File: src/usbsr_pkg.sv
package usbsr_pkg;
  // Clock rate and derived cycle counts
  localparam int CLK_HZ            = 20000000;
  localparam int IDLE_SUSP_US      = 3000;
  localparam int CLK_STOP_US       = 2000;
  localparam int MIN_SUSP_US       = 5000;
  localparam int RESUME_US         = 5000;
  localparam int RESUME_FAST_US    = 100;
  localparam int REMOTE_K_US       = 10000;
  localparam int IDLE_SUSP_CYC     = IDLE_SUSP_US * (CLK_HZ / 1000000);
  localparam int CLK_STOP_CYC      = CLK_STOP_US * (CLK_HZ / 1000000);
  localparam int MIN_SUSP_CYC      = MIN_SUSP_US * (CLK_HZ / 1000000);
  localparam int RESUME_CYC        = RESUME_US * (CLK_HZ / 1000000);
  localparam int RESUME_FAST_CYC   = RESUME_FAST_US * (CLK_HZ / 1000000);
  localparam int REMOTE_K_CYC      = REMOTE_K_US * (CLK_HZ / 1000000);
  localparam int OSC_STABLE_CYC    = 64;
  localparam int CNT_W             = 24;

  // Power state machine
  typedef enum logic [2:0] {
    USBSR_RUN   = 3'b000,
    USBSR_SUSP  = 3'b001,
    USBSR_STAB  = 3'b010,
    USBSR_WAKE  = 3'b011
  } usbsr_state_t;

  // Firmware-facing configuration bits
  typedef struct packed {
    logic suspend_irq_enable;
    logic resume_irq_enable;
    logic clock_keep_running;
    logic wake_on_select;
    logic enter_suspend_cmd;
  } usbsr_cfg_t;

  // Status bits shown to firmware
  typedef struct packed {
    logic suspend_flag;
    logic resume_flag;
    logic bus_state_flag;
  } usbsr_stat_t;
endpackage

File: src/usbsr_ctrl.sv
`timescale 1ns/1ps
module usbsr_ctrl
  import usbsr_pkg::*;
#(
  parameter int CYC_PER_US = CLK_HZ / 1000000
)
(
  input  wire logic        core_clk,
  input  wire logic        sys_rst,
  input  wire logic        clk_en,
  input  wire usbsr_cfg_t  cfg,
  input  wire logic        sof_pulse,
  input  wire logic        bus_idle,
  input  wire logic        vbus_present,
  input  wire logic        bus_k_state,
  input  wire logic        bus_traffic,
  input  wire logic        cs_n,
  input  wire logic        wake_pin_in,
  input  wire logic        fast_timing_pin,
  input  wire logic        osc_stable,
  input  wire logic        unlock_cmd,
  input  wire logic        suspend_flag_clr,
  input  wire logic        resume_flag_clr,
  output logic             irq,
  output usbsr_stat_t      status,
  output logic             suspend_wake_pin_out,
  output logic             suspend_wake_pin_oe,
  output logic             osc_enable,
  output logic             clk_gate_en,
  output logic             drive_k_state,
  output logic             reg_locked
);

  // Interval lengths in core cycles; a faster tick only shortens the waits
  localparam int IDLE_SUSP_CYC   = IDLE_SUSP_US * CYC_PER_US;
  localparam int CLK_STOP_CYC    = CLK_STOP_US * CYC_PER_US;
  localparam int MIN_SUSP_CYC    = MIN_SUSP_US * CYC_PER_US;
  localparam int RESUME_CYC      = RESUME_US * CYC_PER_US;
  localparam int RESUME_FAST_CYC = RESUME_FAST_US * CYC_PER_US;
  localparam int REMOTE_K_CYC    = REMOTE_K_US * CYC_PER_US;

  // Two-stage synchronisers for the asynchronous pins
  logic [5:0] sync1_reg, sync2_reg;
  logic [5:0] async_in;
  assign async_in = {vbus_present, bus_k_state, bus_traffic, cs_n, wake_pin_in, fast_timing_pin};

  always_ff @(posedge core_clk or posedge sys_rst) begin
    if (sys_rst) begin
      // Idle levels of the pins, so no false edge or wake after reset
      sync1_reg <= 6'h27;
      sync2_reg <= 6'h27;
    end else if (clk_en) begin
      sync1_reg <= async_in;
      sync2_reg <= sync1_reg;
    end
  end

  logic vbus_s, k_s, traffic_s, cs_n_s, wpin_s, fast_s;
  assign {vbus_s, k_s, traffic_s, cs_n_s, wpin_s, fast_s} = sync2_reg;

  usbsr_state_t     state_reg, state_next;
  logic [CNT_W-1:0] idle_cnt_reg, idle_cnt_next;
  logic [CNT_W-1:0] tmr_reg, tmr_next;
  logic [CNT_W-1:0] k_cnt_reg, k_cnt_next;
  logic             enter_suspend_cmd_seen_reg, enter_suspend_cmd_seen_next;
  logic             susp_flag_reg, susp_flag_next;
  logic             res_flag_reg, res_flag_next;
  logic             bus_idle_reg, bus_idle_next;
  logic             pin_hi_reg, pin_hi_next;
  logic             clk_on_reg, clk_on_next;
  logic             osc_reg, osc_next;
  logic             lock_reg, lock_next;
  logic             remote_reg, remote_next;
  logic             wpin_d_reg, cs_d_reg;
  logic             irq_reg, irq_next;
  logic             wake_host, wake_app, idle_hit;

  // Wake pin and chip select wake on falling edges, host wake on K or traffic level, all from the second synchroniser stage
  assign wake_app  = (wpin_d_reg & ~wpin_s) | (cfg.wake_on_select & cs_d_reg & ~cs_n_s);
  assign wake_host = k_s | traffic_s;
  assign idle_hit  = (idle_cnt_reg == CNT_W'(IDLE_SUSP_CYC - 1)) & bus_idle & ~sof_pulse;

  // Next-state logic for the whole controller
  always_comb begin
    state_next       = state_reg;
    idle_cnt_next    = idle_cnt_reg;
    tmr_next         = tmr_reg;
    k_cnt_next       = k_cnt_reg;
    enter_suspend_cmd_seen_next = enter_suspend_cmd_seen_reg;
    susp_flag_next   = susp_flag_reg;
    res_flag_next    = res_flag_reg;
    bus_idle_next    = bus_idle_reg;
    pin_hi_next      = pin_hi_reg;
    clk_on_next      = clk_on_reg;
    osc_next         = osc_reg;
    lock_next        = lock_reg;
    remote_next      = remote_reg;
    // Clear first so a same-cycle set wins
    if (suspend_flag_clr) begin
      susp_flag_next = 1'b0;
    end
    if (resume_flag_clr) begin
      res_flag_next = 1'b0;
    end
    if (unlock_cmd) begin
      lock_next = 1'b0;
    end
    // idle counter, restarted by any start-of-frame or activity
    if (sof_pulse || !bus_idle) begin
      idle_cnt_next = '0;
      bus_idle_next = 1'b0;
    end else if (idle_cnt_reg != CNT_W'(IDLE_SUSP_CYC)) begin
      // Runs one past the hit so the flag is set once and can be cleared
      idle_cnt_next = idle_cnt_reg + CNT_W'(1);
    end
    // suspend flag on 3 ms idle or lost bus power
    if (state_reg == USBSR_RUN && (idle_hit || (!vbus_s && bus_idle_reg == 1'b0))) begin
      susp_flag_next = 1'b1;
      bus_idle_next  = 1'b1;
    end
    unique case (state_reg)
      USBSR_RUN: begin
        if (cfg.enter_suspend_cmd) begin
          enter_suspend_cmd_seen_next = 1'b1;
        end else if (enter_suspend_cmd_seen_reg) begin
          enter_suspend_cmd_seen_next = 1'b0;
          state_next       = USBSR_SUSP;
          tmr_next         = '0;
          pin_hi_next      = 1'b1;
        end
      end
      USBSR_SUSP: begin
        if (tmr_reg != CNT_W'(MIN_SUSP_CYC - 1)) begin
          tmr_next = tmr_reg + CNT_W'(1);
        end
        // clocks stop 2 ms after entry unless kept running
        if (tmr_reg == CNT_W'(CLK_STOP_CYC - 1) && !cfg.clock_keep_running) begin
          clk_on_next = 1'b0;
          osc_next    = 1'b0;
        end
        // wake only after minimum suspend time
        if (tmr_reg == CNT_W'(MIN_SUSP_CYC - 1) && (wake_host || wake_app)) begin
          state_next  = USBSR_STAB;
          remote_next = wake_app & ~wake_host;
          tmr_next    = '0;
          osc_next    = 1'b1;
        end
      end
      USBSR_STAB: begin
        tmr_next = tmr_reg + CNT_W'(1);
        if (osc_stable && tmr_reg >= CNT_W'(OSC_STABLE_CYC - 1)) begin
          clk_on_next   = 1'b1;
          state_next    = USBSR_WAKE;
          pin_hi_next   = 1'b0;
          res_flag_next = 1'b1;
          lock_next     = 1'b1;
          k_cnt_next    = remote_reg ? CNT_W'(REMOTE_K_CYC) : '0;
        end
      end
      USBSR_WAKE: begin
        tmr_next = tmr_reg + CNT_W'(1);
        // resume delay, short with fast timing
        if (tmr_reg >= CNT_W'((fast_s ? RESUME_FAST_CYC : RESUME_CYC) - 1)) begin
          state_next    = USBSR_RUN;
          idle_cnt_next = '0;
        end
      end
      default: state_next = USBSR_RUN;
    endcase
    if (k_cnt_reg != '0) begin
      k_cnt_next = k_cnt_reg - CNT_W'(1);
    end
    irq_next = (susp_flag_next & cfg.suspend_irq_enable) | (res_flag_next & cfg.resume_irq_enable);
  end

  // State registers, frozen while the clock enable is low
  always_ff @(posedge core_clk or posedge sys_rst) begin
    if (sys_rst) begin
      state_reg       <= USBSR_RUN;
      idle_cnt_reg    <= '0;
      tmr_reg         <= '0;
      k_cnt_reg       <= '0;
      enter_suspend_cmd_seen_reg <= 1'b0;
      susp_flag_reg   <= 1'b0;
      res_flag_reg    <= 1'b0;
      bus_idle_reg    <= 1'b0;
      pin_hi_reg      <= 1'b0;
      clk_on_reg      <= 1'b1;
      osc_reg         <= 1'b1;
      lock_reg        <= 1'b0;
      remote_reg      <= 1'b0;
      wpin_d_reg      <= 1'b1;
      cs_d_reg        <= 1'b1;
      irq_reg         <= 1'b0;
    end else if (clk_en) begin
      state_reg       <= state_next;
      idle_cnt_reg    <= idle_cnt_next;
      tmr_reg         <= tmr_next;
      k_cnt_reg       <= k_cnt_next;
      enter_suspend_cmd_seen_reg <= enter_suspend_cmd_seen_next;
      susp_flag_reg   <= susp_flag_next;
      res_flag_reg    <= res_flag_next;
      bus_idle_reg    <= bus_idle_next;
      pin_hi_reg      <= pin_hi_next;
      clk_on_reg      <= clk_on_next;
      osc_reg         <= osc_next;
      lock_reg        <= lock_next;
      remote_reg      <= remote_next;
      wpin_d_reg      <= wpin_s;
      cs_d_reg        <= cs_n_s;
      irq_reg         <= irq_next;
    end
  end

  // Outputs from flip-flops, drive_k_state decoded from the K counter; pin driven only while high
  assign irq                  = irq_reg;
  assign status               = '{susp_flag_reg, res_flag_reg, ~bus_idle_reg};
  assign suspend_wake_pin_out = pin_hi_reg;
  assign suspend_wake_pin_oe  = pin_hi_reg;
  assign osc_enable           = osc_reg;
  assign clk_gate_en          = clk_on_reg;
  assign drive_k_state        = (k_cnt_reg != '0);
  assign reg_locked           = lock_reg;

  suspend_flag_a: assert property (@(posedge core_clk) disable iff (sys_rst)
    clk_en && state_reg == USBSR_RUN && idle_hit |=> susp_flag_reg)
    else $error("suspend flag not set after idle");
  enter_susp_a: assert property (@(posedge core_clk) disable iff (sys_rst)
    state_reg == USBSR_RUN && state_next == USBSR_SUSP |-> enter_suspend_cmd_seen_reg && !cfg.enter_suspend_cmd)
    else $error("suspend entered without set-clear");
  pin_high_a: assert property (@(posedge core_clk) disable iff (sys_rst)
    clk_en && state_reg == USBSR_SUSP |-> pin_hi_reg)
    else $error("wake pin low in suspend");
  min_susp_a: assert property (@(posedge core_clk) disable iff (sys_rst)
    state_reg == USBSR_SUSP && state_next == USBSR_STAB |-> tmr_reg == CNT_W'(MIN_SUSP_CYC - 1))
    else $error("woke before minimum suspend");
  cs_gate_a: assert property (@(posedge core_clk) disable iff (sys_rst)
    state_reg == USBSR_SUSP && state_next == USBSR_STAB && !cfg.wake_on_select |->
      wake_host || (wpin_d_reg && !wpin_s))
    else $error("chip select woke while disabled");
  clk_stable_a: assert property (@(posedge core_clk) disable iff (sys_rst)
    $rose(clk_on_reg) |-> $past(osc_stable) && osc_reg)
    else $error("clocks given before stable");
  resume_flag_a: assert property (@(posedge core_clk) disable iff (sys_rst)
    clk_en && state_reg == USBSR_STAB && state_next == USBSR_WAKE |=> res_flag_reg && !pin_hi_reg)
    else $error("resume flag or pin wrong");
  lock_a: assert property (@(posedge core_clk) disable iff (sys_rst)
    clk_en && state_reg == USBSR_STAB && state_next == USBSR_WAKE |=> reg_locked)
    else $error("registers not locked after wake");

endmodule // usbsr_ctrl

File: config.mk
export PLATFORM = sky130hd
export DESIGN_NAME = usbsr_ctrl
export DESIGN_NICKNAME = d
export VERILOG_FILES = /design/src/usbsr_pkg.sv /design/src/usbsr_ctrl.sv
export SDC_FILE = /design/constraint.sdc
export NUM_CORES = 1
export LEC_CHECK = 0
export BUFFER_PORTS_ARGS = -buffer_cell sky130_fd_sc_hd__buf_4
export CORE_ASPECT_RATIO = 1.4
export CORE_MARGIN = 3
export CORE_UTILIZATION = 55
export DETAILED_ROUTE_END_ITERATION = 8
export GPL_TIMING_DRIVEN = 0
export PLACE_DENSITY = 0.76
export SLEW_MARGIN = 20
export SYNTH_ARGS = -nofsm -noshare
export SYNTH_HDL_FRONTEND = slang
export SYNTH_SLANG_ARGS = --single-unit
export TNS_END_PERCENT = 5
File: constraint.sdc
create_clock -name core_clk -period 3 [get_ports core_clk]
set_input_delay 0.6 -clock core_clk [delete_from_list [all_inputs] [get_ports core_clk]]
set_output_delay 0.6 -clock core_clk [all_outputs]
set_load 0.05 [all_outputs]
==> flow_metrics.tcl <==
set metrics [dict create \
    status "finished, violations left" \
    violations "setup timing" \
    critPathRequiredTime_ps 2400 \
    num_antenna_cells 0 \
    postRouteWirelength_mm 13.89 \
    finalMaxSlewViolations 0 \
    synthesis.area_um2 5580 \
    syn_avg_cell_area_um2 9.209 \
    drive_above_1_share_pct 19.37 \
    cts-root-buf "clkbuf_16" \
    die_h_um 125.2 \
    synth_nets 640 \
    yosysSeqAreaShare_pct 44.22 \
    ant_nets 0 \
    power.density_nw_per_um2 619.3 \
    fin_crit_sh_pct 100.7 \
    rsz0062_at_grt "true" \
    grt_pass1_wl_mm 23.03 \
    arrival_ps 2420 \
    routedWlPerCell_um 17.40 \
    die_area_um2 11410 \
    maxCapViolCount 0 \
    grt_pass1_vias 4960 \
    yosysWarnings 0 \
    fp-row-count 42 \
    fin_cells 798 \
    clk_latency_ps 340 \
    grt_remaining_overflow 0 \
    power_uw 4037 \
    dr.pass1.iters 5 \
    cts_sinks 98 \
    io_pins 30 \
    max_freq_mhz 331.0 \
    final_cell_mix "dfrtp_1, nand2_1, buf_4, nor2_1, o21ai_0" \
    synth_ff_type "dfrtp_1" \
    critPathCaptureType "output port" \
    relSlewSlack_pct 48.54 \
    num_vias 5001 \
    start_kind "register" \
    drtIter0Drc 360 \
    clk_pin_slew_ps 70 \
    design.core.area_um2 9669 \
    clockBufferDepth 2 \
    synth_edf_count 0 \
    layout_min_cycle_time_ps 3022 \
    synthCells 606 \
    hpwl_mm 9.730 \
    final_common_cell "dfrtp_1" \
    via_per_inst 6.267 \
    grt_max_degree 35 \
    setup_viol_count_final 1 \
    worstHoldPathType "input port to asynchronous set/reset pin" \
    initial_core_util_pct 57.71 \
    h-tree-depth 3 \
    drc 0 \
    ir_drop_mv 0.4243 \
    synth_seq_cells 98 \
    syn2layout_area_growth_pct 16.82 \
    cp_max_fo 10 \
    async_reset_ff_share_pct 100.0 \
    cts_tree "yes" \
    fin_ws_ps -21.58 \
    fp.dieW_um 91.13 \
    nFillCells 767 \
    hold_viol 0 \
    final_nets 695 \
    grt_usage_pct 24.38 \
    cts_buffers 9 \
    io_buffer_count 28 \
    dpl.cell_count 768 \
    yosysUniqueCellTypes 67 \
    antenna_found_initial 0 \
    worst_pin_slew_ps 772.0 \
    p_leak_uw 0.002765 \
    gp_congestion 0.8960 \
    skew_ps 4.550 \
    criticalPathCategory "register to output port" \
]
-- what timing repair did --
item	4_1_cts	5_1_grt
setup buffers	11	4
resized for setup	16	13
hold buffers	0	0
setup endpoints to repair	13	17
pin swaps	2	5
-- routing by layer --
metal  global-route usage, %  wire length [um]  vias up
met3                   4.387               714       27
met1                   29.22              5602     2421
met2                   43.19              7281      179
li1                        -                 -     2374
met5                       0                 0        -
met4                   9.414               289        0
-- kinds of logic (layout without fill, tap and decap cells) --
logic type / after synthesis / count (layout) / synth area share [%]
compound gates: 167 / 167 / 19.66
buf+inv: 59 / 119 / 4.932
flops: 98 / 98 / 44.22
fa+ha+maj: 14 / 14 / 3.139
mux: 21 / 21 / 4.126
xor+xnor: 4 / 4 / 0.6277
simple gates: 243 / 243 / 23.30
-- critical path: stages, from the launching register on --
cell and delay (ps):
dfrtp_1 390, inv_2 100, ha_4 150, or4b_4 490
nor4_4 270, and2_4 200, buf_8 140, inv_8 60
buf_8 140, buf_8 150
-- stage by stage --
step                      hold slack (ps)  setup WS, ps  cell area [um^2]  setup TNS [ps]  util (%)
after detailed placement            474.9        -418.2              6000          -754.2     62.05
final                               378.0        -21.58              6519          -21.58     67.42
after global placement              469.8        -453.5              5959          -981.8     61.63
after floorplan                     443.5         79.90              5584               0         -
after CTS                           398.2         3.404              6447               0     66.68
after global routing                436.5        -116.4              6519          -379.1     67.42
-- final cells by class --
class | count | area [um^2] | area share (%)
multi-input cells | 449 | 2905 | 44.57
inverters | 26 | 108.9 | 1.670
well taps | 132 | 165.2 | 2.534
clock buffers | 12 | 256.5 | 3.935
flip-flops and latches | 98 | 2467 | 37.85
clock inverters | 4 | 50.05 | 0.7678
repair buffers | 44 | 366.6 | 5.624
plain buffers | 33 | 198.9 | 3.052
-- power breakdown --
group / total, uW / internal [uW] / switching [uW]
Sequential: 1670 / 1510 / 163
Combinational: 1180 / 488 / 689
Clock: 1190 / 691 / 498
-- synth_stat cells, types with 4 or more instances --
master	count	area share, %
dfrtp_1	86	39
nand2_1	53	3.6
nor2_1	43	2.9
o21ai_0	42	3.8
a21oi_1	26	2.3
nand3_1	26	2.3
inv_1	25	1.7
a31oi_1	22	2.5
nor3_1	18	1.6
clkbuf_1	17	1.1
mux2_2	16	3.2
o31ai_1	16	2.2
ha_1	14	3.1
nand4_1	14	1.6
and3_1	13	1.5
or3_1	13	1.5
dfstp_2	12	5.7
nor4_1	12	1.3
o21ai_1	11	0.99
nand2b_1	8	0.90
and4_1	6	0.94
nor2b_1	6	0.67
or4_1	6	0.81
a22o_1	5	0.78
buf_4	5	0.67
mux2i_1	5	0.90
o2bb2ai_1	5	0.78
a21o_1	4	0.54
a221o_1	4	0.72
a31o_2	4	0.63
buf_6	4	0.81
xnor2_1	4	0.63
-- path summary, 6_finish.rpt --
kind | slack, ps | to | cells after the start | startpoint
worst max register to register | 20 | k_cnt_reg[20] | 14 | k_cnt_reg[1]
max in group asynchronous | 1700 | sync1_reg[0] | 4 | sys_rst
min in group core_clk | 490 | sync1_reg[5] | 2 | vbus_present
worst min-delay path | 380 | k_cnt_reg[10] | 2 | sys_rst
worst min register to register | 490 | sync2_reg[0] | 2 | sync1_reg[0]
worst max-delay path | -20 | drive_k_state | 9 | k_cnt_reg[1]
No activity file was read; power rests on OpenSTA's default activity.
